## src/core/lcf_pkg.sv

```systemverilog
// Shared constants and types for the load-control frame link.
// Assumes both ends run on one clock with an active-low async reset.
package lcf_pkg;
  localparam logic [7:0]  DELIM       = 8'h7E;
  localparam logic [7:0]  FT_AUTH     = 8'hA2;
  localparam logic [7:0]  FT_EXPL     = 8'h11;
  localparam logic [7:0]  CSUM_BASE   = 8'hFF;
  localparam int          CSUM_FIRST  = 3;
  localparam logic [15:0] AUTH_LEN    = 16'h000C;
  localparam int          AUTH_LAST   = 15;
  localparam logic [15:0] EV_LEN      = 16'h002E;
  localparam int          EV_LAST     = 49;
  localparam int          BUF_DEPTH   = 64;
  localparam logic [7:0]  FRAME_ID    = 8'h01;
  localparam logic [7:0]  SRC_EP      = 8'h41;
  localparam logic [7:0]  DST_EP      = 8'h42;
  localparam logic [15:0] CLUSTER_ID  = 16'h0701;
  localparam logic [15:0] PROFILE_ID  = 16'h0109;
  localparam logic [7:0]  CMD_EVENT   = 8'h00;
  localparam logic [7:0]  STATUS_OK   = 8'h00;
  // Frame control field layout.
  localparam logic [1:0]  FC_TYPE_CLS = 2'h1;
  localparam int          FC_MFR_BIT  = 2;
  localparam int          FC_DIR_BIT  = 3;
  localparam int          FC_DDR_BIT  = 4;
  // Byte offsets inside the authentication frame (ADDR, NWK, STAT) and the event frame.
  localparam int OFF_ADDR   = 4;
  localparam int OFF_NWK    = 12;
  localparam int OFF_STAT   = 14;
  localparam int OFF_FC     = 23;
  localparam int OFF_SEQ    = 24;
  localparam int OFF_EVID   = 26;
  localparam int OFF_CLASS  = 30;
  localparam int OFF_GROUP  = 32;
  localparam int OFF_START  = 33;
  localparam int OFF_DUR    = 37;
  localparam int OFF_CRIT   = 39;
  localparam int OFF_COFS   = 40;
  localparam int OFF_HOFS   = 41;
  localparam int OFF_CSP    = 42;
  localparam int OFF_HSP    = 44;
  localparam int OFF_ADJ    = 46;
  localparam int OFF_DUTY   = 47;
  localparam int OFF_OPT    = 48;
  // Not-used sentinels and reset values.
  localparam logic [7:0]  OFS_UNUSED  = 8'hFF;
  localparam logic [15:0] SP_UNUSED   = 16'h8000;
  localparam logic [7:0]  ADJ_UNUSED  = 8'h80;
  localparam logic [7:0]  DUTY_UNUSED = 8'hFF;
  localparam logic [7:0]  GROUP_ALL   = 8'h00;
  localparam logic [31:0] START_NOW   = 32'h00000000;
  localparam logic [15:0] NWK_UNKNOWN = 16'hFFFE;
  // Host register word indices.
  localparam logic [3:0] REG_CTRL  = 4'h0;
  localparam logic [3:0] REG_STAT  = 4'h1;
  localparam logic [3:0] REG_EVID  = 4'h2;
  localparam logic [3:0] REG_CLS   = 4'h3;
  localparam logic [3:0] REG_START = 4'h4;
  localparam logic [3:0] REG_DUR   = 4'h5;
  localparam logic [3:0] REG_SP    = 4'h6;
  localparam logic [3:0] REG_LIM   = 4'h7;
  localparam logic [3:0] REG_DSTL  = 4'h8;
  localparam logic [3:0] REG_DSTH  = 4'h9;
  localparam logic [3:0] REG_DST16 = 4'hA;
  localparam logic [3:0] REG_AUTHL = 4'hB;
  localparam logic [3:0] REG_AUTHH = 4'hC;
  localparam logic [3:0] REG_AUTH16 = 4'hD;
  localparam int          CFG_FIRST = 2;
  localparam int          CFG_LAST  = 10;

  typedef enum logic [2:0] {
    RX_HUNT = 3'b000,
    RX_LENH = 3'b001,
    RX_LENL = 3'b010,
    RX_BODY = 3'b011,
    RX_CSUM = 3'b100
  } lcf_rx_e;

  function automatic logic [31:0] cfg_rst(input int i);
    case (i)
      5:       cfg_rst = {OFS_UNUSED, OFS_UNUSED, 16'h0000};
      6:       cfg_rst = {SP_UNUSED, SP_UNUSED};
      7:       cfg_rst = {8'h00, 8'h00, DUTY_UNUSED, ADJ_UNUSED};
      10:      cfg_rst = {16'h0000, NWK_UNKNOWN};
      default: cfg_rst = 32'h00000000;
    endcase
  endfunction
endpackage

```

## src/core/lcf_link_if.sv

```systemverilog
// Byte-stream link between the host end and the device end.
// Assumes both ends share one clock; no clocking block is used.
interface lcf_link_if;
  logic [7:0] h2d_data;
  logic       h2d_valid;
  logic       h2d_ready;
  logic [7:0] d2h_data;
  logic       d2h_valid;
  logic       d2h_ready;

  modport host (
    output h2d_data,
    output h2d_valid,
    input  h2d_ready,
    input  d2h_data,
    input  d2h_valid,
    output d2h_ready
  );

  modport dev (
    input  h2d_data,
    input  h2d_valid,
    output h2d_ready,
    output d2h_data,
    output d2h_valid,
    input  d2h_ready
  );
endinterface

```

## src/core/lcf_host_end.sv

```systemverilog
// Host end: builds load control event frames from Avalon-MM registers
// and parses authentication frames coming back from the device.
// Assumes the device end shares clk_in and obeys valid/ready.
// Summary of operation
// Checksum is 0xFF minus byte sum from 3.
// Event identifier at 26-29, low byte first.
// Device class at 30-31, low byte first.
// Enrollment group at 32; zero means all.
// Start time at 33-36; zero means now.
// Duration minutes at 37-38, low byte first.
// Criticality level byte at offset 39.
// Temperature offsets at 40, 41; 0xFF unused.
// Set points at 42-45, LSB first; 0x8000 unused.
// Load adjustment at 46; 0x80 unused.
// Duty cycle at 47; 0xFF unused.
// Event options bitmap at 48 before checksum.
// Frame control bits 0-1 are 01.
// Control bit 2 clear omits manufacturer code.
// Control bit 3 set: server to client.
// Bit 4 clear keeps response; bits 5-7 zero.
// Authentication frame type 0xa2, address MSB first.
// Network address at 12 high, 13 low.
// Authentication status byte is always 0x00.
// Parse by delimiter and length; drop bad checksums.
module lcf_host_end (
  input  wire logic        clk_in,
  input  wire logic        rstn_in,
  lcf_link_if.host         link,
  input  wire logic [3:0]  avs_address_in,
  input  wire logic        avs_read_in,
  input  wire logic        avs_write_in,
  input  wire logic [31:0] avs_writedata_in,
  output logic [31:0]      avs_readdata_out,
  output logic             avs_waitrequest_out
);
  logic [31:0] cfg_q [lcf_pkg::CFG_FIRST:lcf_pkg::CFG_LAST];
  logic [7:0]  seq_q;
  logic        ddr_q;
  logic        busy_q;
  logic        new_auth_q;
  logic        rx_err_q;
  logic [7:0]  auth_st_q;
  logic [63:0] auth_addr_q;
  logic [15:0] auth_nwk_q;
  logic        wr;
  logic [31:0] rdata;

  // Avalon slave: one wait cycle, then the access completes.
  assign wr  = avs_write_in && !avs_waitrequest_out;

  always_ff @(posedge clk_in or negedge rstn_in) begin
    if (!rstn_in) begin
      avs_waitrequest_out <= 1'b1;
      avs_readdata_out    <= 32'h00000000;
    end else begin
      avs_waitrequest_out <= !((avs_read_in || avs_write_in) &&
                               avs_waitrequest_out);
      if (avs_waitrequest_out) begin
        avs_readdata_out <= rdata;
      end
    end
  end

  always_comb begin
    rdata = 32'h00000000;
    case (avs_address_in)
      lcf_pkg::REG_CTRL:   rdata = {16'h0000, seq_q, 6'h00, ddr_q, 1'b0};
      lcf_pkg::REG_STAT:   rdata = {16'h0000, auth_st_q, 5'h00, rx_err_q,
                                    new_auth_q, busy_q};
      lcf_pkg::REG_AUTHL:  rdata = auth_addr_q[31:0];
      lcf_pkg::REG_AUTHH:  rdata = auth_addr_q[63:32];
      lcf_pkg::REG_AUTH16: rdata = {16'h0000, auth_nwk_q};
      default: begin
        if (avs_address_in >= 4'(lcf_pkg::CFG_FIRST) &&
            avs_address_in <= 4'(lcf_pkg::CFG_LAST)) begin
          rdata = cfg_q[avs_address_in];
        end
      end
    endcase
  end

  always_ff @(posedge clk_in or negedge rstn_in) begin
    if (!rstn_in) begin
      for (int i = lcf_pkg::CFG_FIRST; i <= lcf_pkg::CFG_LAST; i++) begin
        cfg_q[i] <= lcf_pkg::cfg_rst(i);
      end
      seq_q <= 8'h00;
      ddr_q <= 1'b0;
    end else if (wr) begin
      if (avs_address_in == lcf_pkg::REG_CTRL) begin
        seq_q <= avs_writedata_in[15:8];
        ddr_q <= avs_writedata_in[1];
      end else if (avs_address_in >= 4'(lcf_pkg::CFG_FIRST) &&
                   avs_address_in <= 4'(lcf_pkg::CFG_LAST)) begin
        cfg_q[avs_address_in] <= avs_writedata_in;
      end
    end
  end

  // Event frame transmitter.
  logic [5:0]  tidx_q;
  logic [7:0]  tsum_q;
  logic [7:0]  tdata_q;
  logic        tvalid_q;
  logic [7:0]  tbyte;
  logic [63:0] dst;
  logic [7:0]  fc;
  logic        go;

  assign dst = {cfg_q[lcf_pkg::REG_DSTH], cfg_q[lcf_pkg::REG_DSTL]};
  assign go  = wr && avs_address_in == lcf_pkg::REG_CTRL &&
               avs_writedata_in[0];
  assign link.h2d_data  = tdata_q;
  assign link.h2d_valid = tvalid_q;

  always_comb begin
    fc = 8'h00;
    fc[1:0] = lcf_pkg::FC_TYPE_CLS;
    fc[lcf_pkg::FC_MFR_BIT] = 1'b0;
    fc[lcf_pkg::FC_DIR_BIT] = 1'b1;
    fc[lcf_pkg::FC_DDR_BIT] = ddr_q;
  end

  always_comb begin
    tbyte = 8'h00;
    case (tidx_q)
      6'd0:  tbyte = lcf_pkg::DELIM;
      6'd1:  tbyte = lcf_pkg::EV_LEN[15:8];
      6'd2:  tbyte = lcf_pkg::EV_LEN[7:0];
      6'd3:  tbyte = lcf_pkg::FT_EXPL;
      6'd4:  tbyte = lcf_pkg::FRAME_ID;
      6'd5, 6'd6, 6'd7, 6'd8, 6'd9, 6'd10, 6'd11, 6'd12:
        tbyte = dst[8 * (12 - tidx_q) +: 8];
      6'd13: tbyte = cfg_q[lcf_pkg::REG_DST16][15:8];
      6'd14: tbyte = cfg_q[lcf_pkg::REG_DST16][7:0];
      6'd15: tbyte = lcf_pkg::SRC_EP;
      6'd16: tbyte = lcf_pkg::DST_EP;
      6'd17: tbyte = lcf_pkg::CLUSTER_ID[15:8];
      6'd18: tbyte = lcf_pkg::CLUSTER_ID[7:0];
      6'd19: tbyte = lcf_pkg::PROFILE_ID[15:8];
      6'd20: tbyte = lcf_pkg::PROFILE_ID[7:0];
      6'd21, 6'd22: tbyte = 8'h00;
      6'd23: tbyte = fc;
      6'd24: tbyte = seq_q;
      6'd25: tbyte = lcf_pkg::CMD_EVENT;
      6'd26, 6'd27, 6'd28, 6'd29:
        tbyte = cfg_q[lcf_pkg::REG_EVID][8 * (tidx_q - 26) +: 8];
      6'd30, 6'd31:
        tbyte = cfg_q[lcf_pkg::REG_CLS][8 * (tidx_q - 30) +: 8];
      6'd32: tbyte = cfg_q[lcf_pkg::REG_CLS][23:16];
      6'd33, 6'd34, 6'd35, 6'd36:
        tbyte = cfg_q[lcf_pkg::REG_START][8 * (tidx_q - 33) +: 8];
      6'd37, 6'd38:
        tbyte = cfg_q[lcf_pkg::REG_DUR][8 * (tidx_q - 37) +: 8];
      6'd39: tbyte = cfg_q[lcf_pkg::REG_CLS][31:24];
      6'd40: tbyte = cfg_q[lcf_pkg::REG_DUR][23:16];
      6'd41: tbyte = cfg_q[lcf_pkg::REG_DUR][31:24];
      6'd42, 6'd43, 6'd44, 6'd45:
        tbyte = cfg_q[lcf_pkg::REG_SP][8 * (tidx_q - 42) +: 8];
      6'd46: tbyte = cfg_q[lcf_pkg::REG_LIM][7:0];
      6'd47: tbyte = cfg_q[lcf_pkg::REG_LIM][15:8];
      6'd48: tbyte = cfg_q[lcf_pkg::REG_LIM][23:16];
      default: tbyte = lcf_pkg::CSUM_BASE - tsum_q;
    endcase
  end

  always_ff @(posedge clk_in or negedge rstn_in) begin
    if (!rstn_in) begin
      busy_q   <= 1'b0;
      tidx_q   <= 6'd0;
      tsum_q   <= 8'h00;
      tdata_q  <= 8'h00;
      tvalid_q <= 1'b0;
    end else begin
      if (tvalid_q && link.h2d_ready) begin
        tvalid_q <= 1'b0;
      end
      if (!busy_q && go) begin
        busy_q <= 1'b1;
        tidx_q <= 6'd0;
        tsum_q <= 8'h00;
      end else if (busy_q && (!tvalid_q || link.h2d_ready)) begin
        tdata_q  <= tbyte;
        tvalid_q <= 1'b1;
        if (tidx_q >= 6'(lcf_pkg::CSUM_FIRST)) begin
          tsum_q <= tsum_q + tbyte;
        end
        if (tidx_q == 6'(lcf_pkg::EV_LAST)) begin
          busy_q <= 1'b0;
        end else begin
          tidx_q <= tidx_q + 6'd1;
        end
      end
    end
  end

  // Parser for frames from the device.
  lcf_pkg::lcf_rx_e rx_q;
  logic [7:0]  buf_q [lcf_pkg::BUF_DEPTH];
  logic [15:0] len_q;
  logic [15:0] cnt_q;
  logic [7:0]  sum_q;
  logic        ok_q;
  logic        bad_q;
  logic        rdy_q;
  logic        take;
  logic [7:0]  rb;
  logic        clr_w;

  assign take = link.d2h_valid && rdy_q;
  assign rb   = link.d2h_data;
  assign link.d2h_ready = rdy_q;
  assign clr_w = wr && avs_address_in == lcf_pkg::REG_STAT;

  always_ff @(posedge clk_in or negedge rstn_in) begin
    if (!rstn_in) begin
      rdy_q <= 1'b0;
      rx_q  <= lcf_pkg::RX_HUNT;
      len_q <= 16'h0000;
      cnt_q <= 16'h0000;
      sum_q <= 8'h00;
      ok_q  <= 1'b0;
      bad_q <= 1'b0;
    end else begin
      rdy_q <= 1'b1;
      ok_q  <= 1'b0;
      bad_q <= 1'b0;
      if (take) begin
        case (rx_q)
          lcf_pkg::RX_HUNT: begin
            if (rb == lcf_pkg::DELIM) begin
              rx_q <= lcf_pkg::RX_LENH;
            end
          end
          lcf_pkg::RX_LENH: begin
            len_q[15:8] <= rb;
            rx_q <= lcf_pkg::RX_LENL;
          end
          lcf_pkg::RX_LENL: begin
            len_q[7:0] <= rb;
            cnt_q <= 16'h0000;
            sum_q <= 8'h00;
            rx_q <= ({len_q[15:8], rb} == 16'h0000) ? lcf_pkg::RX_HUNT
                                                    : lcf_pkg::RX_BODY;
          end
          lcf_pkg::RX_BODY: begin
            if (cnt_q < 16'(lcf_pkg::BUF_DEPTH - lcf_pkg::CSUM_FIRST)) begin
              buf_q[6'(cnt_q + 16'(lcf_pkg::CSUM_FIRST))] <= rb;
            end
            sum_q <= sum_q + rb;
            cnt_q <= cnt_q + 16'h0001;
            if (cnt_q + 16'h0001 == len_q) begin
              rx_q <= lcf_pkg::RX_CSUM;
            end
          end
          lcf_pkg::RX_CSUM: begin
            ok_q  <= (rb == lcf_pkg::CSUM_BASE - sum_q);
            bad_q <= (rb != lcf_pkg::CSUM_BASE - sum_q);
            rx_q  <= lcf_pkg::RX_HUNT;
          end
          default: rx_q <= lcf_pkg::RX_HUNT;
        endcase
      end
    end
  end

  // Sticky flags: a new event wins over a clear in the same cycle.
  always_ff @(posedge clk_in or negedge rstn_in) begin
    if (!rstn_in) begin
      new_auth_q  <= 1'b0;
      rx_err_q    <= 1'b0;
      auth_st_q   <= 8'h00;
      auth_addr_q <= 64'h0;
      auth_nwk_q  <= 16'h0000;
    end else begin
      if (ok_q && len_q == lcf_pkg::AUTH_LEN &&
          buf_q[lcf_pkg::CSUM_FIRST] == lcf_pkg::FT_AUTH) begin
        new_auth_q <= 1'b1;
        for (int i = 0; i < 8; i++) begin
          auth_addr_q[8 * (7 - i) +: 8] <= buf_q[lcf_pkg::OFF_ADDR + i];
        end
        auth_nwk_q <= {buf_q[lcf_pkg::OFF_NWK],
                       buf_q[lcf_pkg::OFF_NWK + 1]};
        auth_st_q  <= buf_q[lcf_pkg::OFF_STAT];
      end else if (clr_w && avs_writedata_in[1]) begin
        new_auth_q <= 1'b0;
      end
      if (bad_q) begin
        rx_err_q <= 1'b1;
      end else if (clr_w && avs_writedata_in[2]) begin
        rx_err_q <= 1'b0;
      end
    end
  end
endmodule

```

## src/flat_wrapper.sv

```systemverilog
// flat-port wrapper written by rule: the top's interface ports become plain ports
module lcf_host_end_flat 
  (clk_in, rstn_in, avs_address_in, avs_read_in, avs_write_in, avs_writedata_in, avs_readdata_out, avs_waitrequest_out, link_h2d_data, link_h2d_valid, link_h2d_ready, link_d2h_data, link_d2h_valid, link_d2h_ready);
  lcf_link_if link_i ();
  input  wire logic clk_in;
  input  wire logic rstn_in;
  input  wire logic [3:0] avs_address_in;
  input  wire logic avs_read_in;
  input  wire logic avs_write_in;
  input  wire logic [31:0] avs_writedata_in;
  output logic [31:0] avs_readdata_out;
  output logic avs_waitrequest_out;
  output wire logic [$bits(link_i.h2d_data)-1:0] link_h2d_data;
  output wire logic [$bits(link_i.h2d_valid)-1:0] link_h2d_valid;
  input wire logic [$bits(link_i.h2d_ready)-1:0] link_h2d_ready;
  input wire logic [$bits(link_i.d2h_data)-1:0] link_d2h_data;
  input wire logic [$bits(link_i.d2h_valid)-1:0] link_d2h_valid;
  output wire logic [$bits(link_i.d2h_ready)-1:0] link_d2h_ready;
  assign link_h2d_data = link_i.h2d_data;
  assign link_h2d_valid = link_i.h2d_valid;
  assign link_i.h2d_ready = link_h2d_ready;
  assign link_i.d2h_data = link_d2h_data;
  assign link_i.d2h_valid = link_d2h_valid;
  assign link_d2h_ready = link_i.d2h_ready;
  lcf_host_end u_core (.clk_in(clk_in), .rstn_in(rstn_in), .link(link_i), .avs_address_in(avs_address_in), .avs_read_in(avs_read_in), .avs_write_in(avs_write_in), .avs_writedata_in(avs_writedata_in), .avs_readdata_out(avs_readdata_out), .avs_waitrequest_out(avs_waitrequest_out));
endmodule
```

## config.mk

```make
export PLATFORM = sky130hd
export DESIGN_NAME = lcf_host_end_flat
export DESIGN_NICKNAME = d
export VERILOG_FILES = /design/src/core/lcf_pkg.sv /design/src/core/lcf_link_if.sv /design/src/core/lcf_host_end.sv /design/src/flat_wrapper.sv
export SDC_FILE = /design/constraint.sdc
export NUM_CORES = 1
export LEC_CHECK = 0
export BUFFER_PORTS_ARGS = -buffer_cell sky130_fd_sc_hd__buf_4
export CORE_AREA = 2 2 275 277
export CTS_CLUSTER_DIAMETER = 100
export DETAILED_ROUTE_END_ITERATION = 6
export DIE_AREA = 0 0 277 279
export HOLD_SLACK_MARGIN = 0.1
export SYNTH_ARGS = -nofsm -noshare
export SYNTH_HDL_FRONTEND = slang
export SYNTH_SLANG_ARGS = --single-unit
```

## constraint.sdc

```tcl
create_clock -name clk_in -period 10.6 [get_ports clk_in]
set_input_delay 0.53 -clock clk_in [delete_from_list [all_inputs] [get_ports clk_in]]
set_output_delay 0.53 -clock clk_in [all_outputs]
set_load 0.005 [all_outputs]
```

==> reports/results.ini, run 1 <==
[drt]
viasPerCell=6.10
vias=20238
drt_pre_antenna_iters=5
drt_iter0_markers=2067
post_drt_wl_per_cell_microns=28.4
wl_microns=94300
ant_nets=0
drc=0

[worst_setup_path]
critPathTopFamily=compound AO/OA/AOI/OAI gates
slowest_delay_ns=0.86
crit_fanout=48
cp_num_buf_inv=3
crit_type=reg -> reg
required_ns=11.05
crit_arrival_ns=6.62
slowest_stage=nor4_4
crit_path_start_kind=flop
rr_worst_depth=19
worstPathCellList=buf_4 -> inv_1 -> ha_1 -> o21a_1 -> o311ai_4 -> nand4_1 -> nor4_4 -> nand2_1 -> o41ai_2 -> inv_1 -> ha_1 -> a21o_1 -> a211oi_1 -> nor2_1 -> o21ai_0 -> nand2b_1 -> a21oi_1 -> xnor2_1 -> o21ai_1
r2r-end=u_core.tsum_q[7]$_DFFE_PN0P_
reg2reg_from=u_core.tidx_q[0]$_DFFE_PN0P_
worstSetupEndpointType=flop
r2r_setup_slack_ns=4.43

[power_and_ir_drop]
leakage_nw=13.9
p_total_mw=8.08
ir_drop_mv=0.160
powerDensity_mw_per_mm2=246

[yosys]
synth_common_cells=dfrtp_1, mux2_2, nor2_1
avgSynthCellArea_sq_um=12.9
synth_cells=2243
synth-async-reset-ratio_pct=83.6
synth.top_cell.area_share_pct=38.8
syn_area_sq_mm=0.0288
ys.flop_type=dfrtp_1
ys_seq_area_share_pct=52.7
synth_cell_type_count=84
synth.most_common_cell=dfrtp_1
synth-edff-count=96
ys_ff_latch=586
synth_nets=2320
ys_warn_count=0
synthTopCellsByArea=dfrtp_1, mux2_2, edfxtp_1
synth.largest_area_cell=dfrtp_1

[timing]
rsz0062_at_grt=false
relSlewSlack_pct=21.4
worst_pin_slew_ns=1.17
setup_tns_ns=0
skew_ns=0.0312
layout_min_cycle_time_ns=6.17
timing.fmax_mhz=162
setup_viol_count_final=0
hold_viol=0
fin_crit_sh_pct=58.2
slew_violations=0

[placed_design]
dpl.hpwl_microns=63300
port_buffers=92
place.gp.congestion=0.927

[floorplanning]
dieHeight_microns=279
num_io_pins=93
die_w_microns=277
rows=100
coreArea_sq_mm=0.0741
initial_core_util_pct=38.9
dieArea_sq_mm=0.0773

[final_layout]
post_route_cells_drive_above_1_share_pct=35.2
fin_util_pct=44.3
n_antenna_cell=0
final_net_count=2372
fill_cells=6755
area_delta_synth_final_pct=13.7

[clock_tree]
htree_levels=3
clkLatencyLatePin_ns=0.63
clock_sinks=586
clkTransAtPathRegs_ns=0.06
cts_inserted_buffers=68
cts_tree=yes
cts_root_buffer=clkbuf_16
clk_path_buf_depth=3
cts_resized=0

[worst_hold_path]
hp-class=in -> reg
hold_start=avs_write_in
whs_endpoint=u_core.avs_waitrequest_out$_DFF_PN1_
min_path_cells=2

[global_route]
antenna_found_initial=8
grt-ovfl-total=0
grt_max_degree=170
track_usage_pct=24.5
grt_pass1_vias=20545
grt_pass1_wl_microns=141000

[job]
cap_viol_max_count=0

[outcome]
status=complete, no violations

metrics by stage:
step                hold WS, ns  worst slack, ns  cell area [sq um]  cells
global route              0.150             3.90              32800   3317
CTS                       0.108             4.49              32800   3317
floorplan                 0.234             5.81              28800   2243
global placement          0.457             4.57              30500   3192
detailed placement        0.462             4.53              30500   3192
finish                    0.138             4.43              32800   3317
registers in the layout (all words and copies together), names as in the netlist, 16 cells and up:
| register | count |
|---|---|
| u_core.auth_addr_q | 64 |
| u_core.auth_nwk_q | 16 |
| u_core.avs_readdata_out | 32 |
| u_core.buf_q | 96 |
| u_core.cfg_q | 288 |
| u_core.cnt_q | 16 |
| u_core.len_q | 16 |
worst max path at each step:
stage	startpoint	end	slack, ns	cells after the start
final	u_core.tidx_q[0]$_DFFE_PN0P_	u_core.tsum_q[7]$_DFFE_PN0P_	4.43	19
after CTS	u_core.tidx_q[0]$_DFFE_PN0P_	u_core.tsum_q[7]$_DFFE_PN0P_	4.49	19
after global routing	u_core.tidx_q[0]$_DFFE_PN0P_	u_core.tsum_q[7]$_DFFE_PN0P_	3.90	20
after global placement	u_core.tidx_q[0]$_DFFE_PN0P_	u_core.tsum_q[7]$_DFFE_PN0P_	4.57	19
after detailed placement	u_core.tidx_q[0]$_DFFE_PN0P_	u_core.tsum_q[7]$_DFFE_PN0P_	4.53	19
after floorplan	u_core.tidx_q[0]$_DFFE_PN0P_	u_core.tsum_q[7]$_DFFE_PN0P_	5.81	22
logic make-up (layout without fill, tap and decap cells):
family | after synthesis | in the layout | synth area share [%]
flip-flops | 586 | 586 | 52.7
multiplexers | 542 | 542 | 24.4
AND/OR/NAND/NOR | 434 | 434 | 7.47
AO/OA/AOI/OAI | 421 | 421 | 10.3
buffers and inverters | 200 | 305 | 2.90
XOR/XNOR | 32 | 32 | 1.04
adder cells (fa/ha/maj) | 27 | 27 | 1.22
other | 1 | 1 | 0.0130
layer usage:
| metal | track usage (%) | up-vias | wire length, microns |
|---|---|---|---|
| met5 | 0 | - | 80 |
| met4 | 8.78 | 12 | 3340 |
| met3 | 4.23 | 192 | 5540 |
| met2 | 39.5 | 777 | 44900 |
| met1 | 33.4 | 10707 | 40400 |
| li1 | - | 8550 | - |
power by group:
| part | internal [mW] | total (mW) | switching (mW) |
|---|---|---|---|
| combinational | 1.17 | 2.52 | 1.35 |
| clock | 1.38 | 2.38 | 0.999 |
| sequential | 2.70 | 3.18 | 0.482 |
| total | 5.25 | 8.08 | 2.83 |
layout make-up:
class                           count  area, sq um  share of cell area (%)
Sequential cell                   586        15200                    46.4
Multi-Input combinational cell   1457        12900                    39.2
Clock buffer                       94         1950                    5.94
Tap cell                          969         1210                    3.70
Timing Repair Buffer              144         1110                    3.37
Clock inverter                     29          323                   0.984
Inverter                           38          143                   0.435
layout by cell type (no fill, tap or decap), types with 40 or more instances in the layout:
master,count
clkbuf_16,68
a21oi_1,96
edfxtp_1,96
mux2_2,408
nor2_1,126
a22oi_1,40
dfstp_2,43
mux2i_1,46
mux4_2,88
dfrtp_1,445
buf_4,140
a22o_1,45
nand2_1,107
o21ai_0,58
what timing repair did:
item | 4_1_cts | 5_1_grt
buffers inserted | 0 | 0
endpoints found under the hold margin | 58 | 0
hold buffers | 2 | 0
Power figures use the tool's default switching activity.
==> run 2, diff against run 1 <==
Clock period 10.6 ns to 6.05 ns, I/O delays scaled along.
==> run 2 against run 1 <==
  * Flip-flop and latch count unchanged
  * Clock skew decreased by 0.0026 ns
  * Largest power group unchanged
  * Count of clock-buffer cells in the layout increased by 3
  * Highest routed layer unchanged
  * Utilization rose by 0.84 points
  * Critical path type unchanged
  * Hold slack got worse by 0.012 ns
  * Non-clock buffer count is 54 higher
  * Sequential power rose by 74%
  * Cell count is 1.9% higher
==> reports/results.ini, run 2 (synthesized netlist as in run 1, its figures left out) <==
[global_route]
antenna_found_initial=7  ; was 8
grt_pass1_vias=20873  ; was 20545
grt-ovfl-total=0  ; unchanged
grt_pass1_wl_microns=142000  ; was 141000 microns
track_usage_pct=24.5  ; about the same
grt_max_degree=174  ; was 170

[power_and_ir_drop]
leakage_nw=14.2  ; was 13.9 nW
ir_drop_mv=0.294  ; was 0.160 mV
powerDensity_mw_per_mm2=431  ; was 246 mW/mm^2

[final_layout]
post_route_cells_drive_above_1_share_pct=34.9  ; was 35.2%
fill_cells=6712  ; was 6755
mostFrequentLayoutCells=dfrtp_1, mux2_2, buf_4  ; unchanged
area_delta_synth_final_pct=15.8  ; was 13.7%
layout_commonest_cell=dfrtp_1  ; unchanged
largest_reg_flops=288  ; unchanged
regMostFlops=u_core.cfg_q  ; unchanged
final_net_count=2427  ; was 2372
top_regs=u_core.cfg_q (288), u_core.buf_q (96), u_core.auth_addr_q (64)  ; unchanged

[clock_tree]
cts_root_buffer=clkbuf_16  ; unchanged
htree_levels=3  ; unchanged
clkLatencyLatePin_ns=0.62  ; was 0.63 ns
clkTransAtPathRegs_ns=0.06  ; about the same
clock_sinks=586  ; unchanged
cts_resized=0  ; unchanged
clk_path_buf_depth=3  ; unchanged
hold_buffers=43  ; was 2
cts_tree=yes  ; unchanged
cts_setup_buffers=0  ; unchanged
cts_inserted_buffers=69  ; was 68

[worst_setup_path]
required_ns=6.51  ; was 11.05 ns
crit_type=reg -> reg  ; unchanged
crit_arrival_ns=5.34  ; was 6.62 ns
crit_path_start_kind=flop  ; unchanged
crit_fanout=17  ; was 48
worstSetupEndpointType=flop  ; unchanged

[floorplanning]
rows=100  ; unchanged
dieHeight_microns=279  ; unchanged
num_io_pins=93  ; unchanged
initial_core_util_pct=38.9  ; unchanged
dieArea_sq_mm=0.0773  ; unchanged
coreArea_sq_mm=0.0741  ; unchanged
die_w_microns=277  ; unchanged

[timing]
skew_ns=0.0285  ; was 0.0312 ns
fin_crit_sh_pct=80.6  ; was 58.2%
fin_ws_ns=1.17  ; was 4.43 ns
slew_violations=0  ; unchanged
hold_viol=0  ; unchanged
relSlewSlack_pct=17.8  ; was 21.4%
worst_pin_slew_ns=1.23  ; was 1.17 ns
setup_tns_ns=0  ; unchanged
rsz0062_at_grt=false  ; unchanged
timing.fmax_mhz=205  ; was 162 MHz
setup_viol_count_final=0  ; unchanged
layout_min_cycle_time_ns=4.88  ; was 6.17 ns

[drt]
vias=20432  ; was 20238
wl_met2_microns=44600  ; was 44900 microns
drc=0  ; unchanged
post_drt_wl_per_cell_microns=28.0  ; was 28.4 microns
viasPerCell=6.05  ; was 6.10
drt_iter0_markers=2048  ; was 2067
met3_wirelength_microns=6910  ; was 5540 microns
top_layer_used=met5  ; unchanged
drt_pre_antenna_iters=5  ; unchanged
wl_microns=94700  ; was 94300 microns
met1_length_microns=40600  ; was 40400 microns
ant_nets=0  ; unchanged

[job]
cap_viol_max_count=0  ; unchanged

[placed_design]
place.gp.congestion=0.966  ; was 0.927
post-place-ws_ns=1.19  ; was 4.53 ns
dpl.hpwl_microns=64100  ; was 63300 microns
port_buffers=92  ; unchanged

[outcome]
status=complete, no violations  ; unchanged

[worst_hold_path]
hp-class=in -> reg  ; unchanged

## run 2: cell count changes in the layout (fill, tap and decap cells not counted), sizes merged
cell         previous run  this run
dlygate4sd3             2        43
clkbuf                 94        97
diode                   0         3
bufinv                  3         5
buf                   142       155
## run 2: path summary, 6_finish.rpt
path,start,slack [ns],cells past startpoint,to
max in group asynchronous,rstn_in,3.48,4,u_core.cfg_q[142]$_DFFE_PN0P_
max reg2reg,u_core.tidx_q[1]$_DFFE_PN0P_,1.17,17,u_core.tsum_q[7]$_DFFE_PN0P_
max,u_core.tidx_q[1]$_DFFE_PN0P_,1.17,17,u_core.tsum_q[7]$_DFFE_PN0P_
min,link_d2h_valid,0.13,4,u_core.rx_q[0]$_DFFE_PN0P_
min reg2reg,u_core.bad_q$_DFF_PN0_,0.45,1,u_core.rx_err_q$_DFFE_PN0P_
min in group asynchronous,rstn_in,0.24,2,u_core.link.h2d_valid$_DFF_PN0_
## run 2: worst max-delay path, stage by stage (launching register included)
cell      delay [ns]
dfrtp_2         0.47
buf_4           0.30
ha_1            0.66
o21ai_0         0.23
a221o_1         0.39
a21oi_1         0.35
nor4_4          0.14
o41ai_2         0.59
inv_1           0.09
ha_1            0.29
a21o_1          0.19
a211oi_1        0.24
nor2_1          0.09
o21ai_0         0.22
nand2b_1        0.08
a21oi_1         0.19
xnor2_1         0.14
o21ai_1         0.07
## run 2: per-layer routing
metal / GRT usage [%] / up-vias
met5: 0 / -
met4: 7.33 / 8
met3: 5.12 / 151
met2: 39.4 / 810
met1: 33.5 / 10775
li1: - / 8688
## run 2: area by class of cell
cell class	instances	area, sq um	share of cell area [%]
Clock inverter	31	363	1.09
Timing Repair Buffer	198	1630	4.87
Tap cell	969	1210	3.63
Inverter	38	143	0.427
Sequential cell	586	15200	45.5
Multi-Input combinational cell	1457	12900	38.5
Clock buffer	97	2010	6.00
Antenna cell	3	7.51	0.0225
## run 2: report_power, final
group          total [mW]  internal (mW)  switching (mW)
clock network        4.30           2.56            1.74
logic                4.57           2.11            2.46
registers            5.54           4.73           0.811
total                14.4           9.40            5.01
## run 2: metrics by stage
stage	instances	cell area, sq um	hold WS, ns	total power [mW]	utilization [%]
2_1_floorplan	2243	28800	0.00691	8.45	-
3_3_place_gp	3205	30600	0.298	10.0	41.3
3_5_place_dp	3205	30600	0.300	10.1	41.3
4_1_cts	3376	33400	0.108	14.4	45.1
5_1_grt	3378	33400	0.145	15.1	45.1
6_report	3379	33400	0.126	14.4	45.1
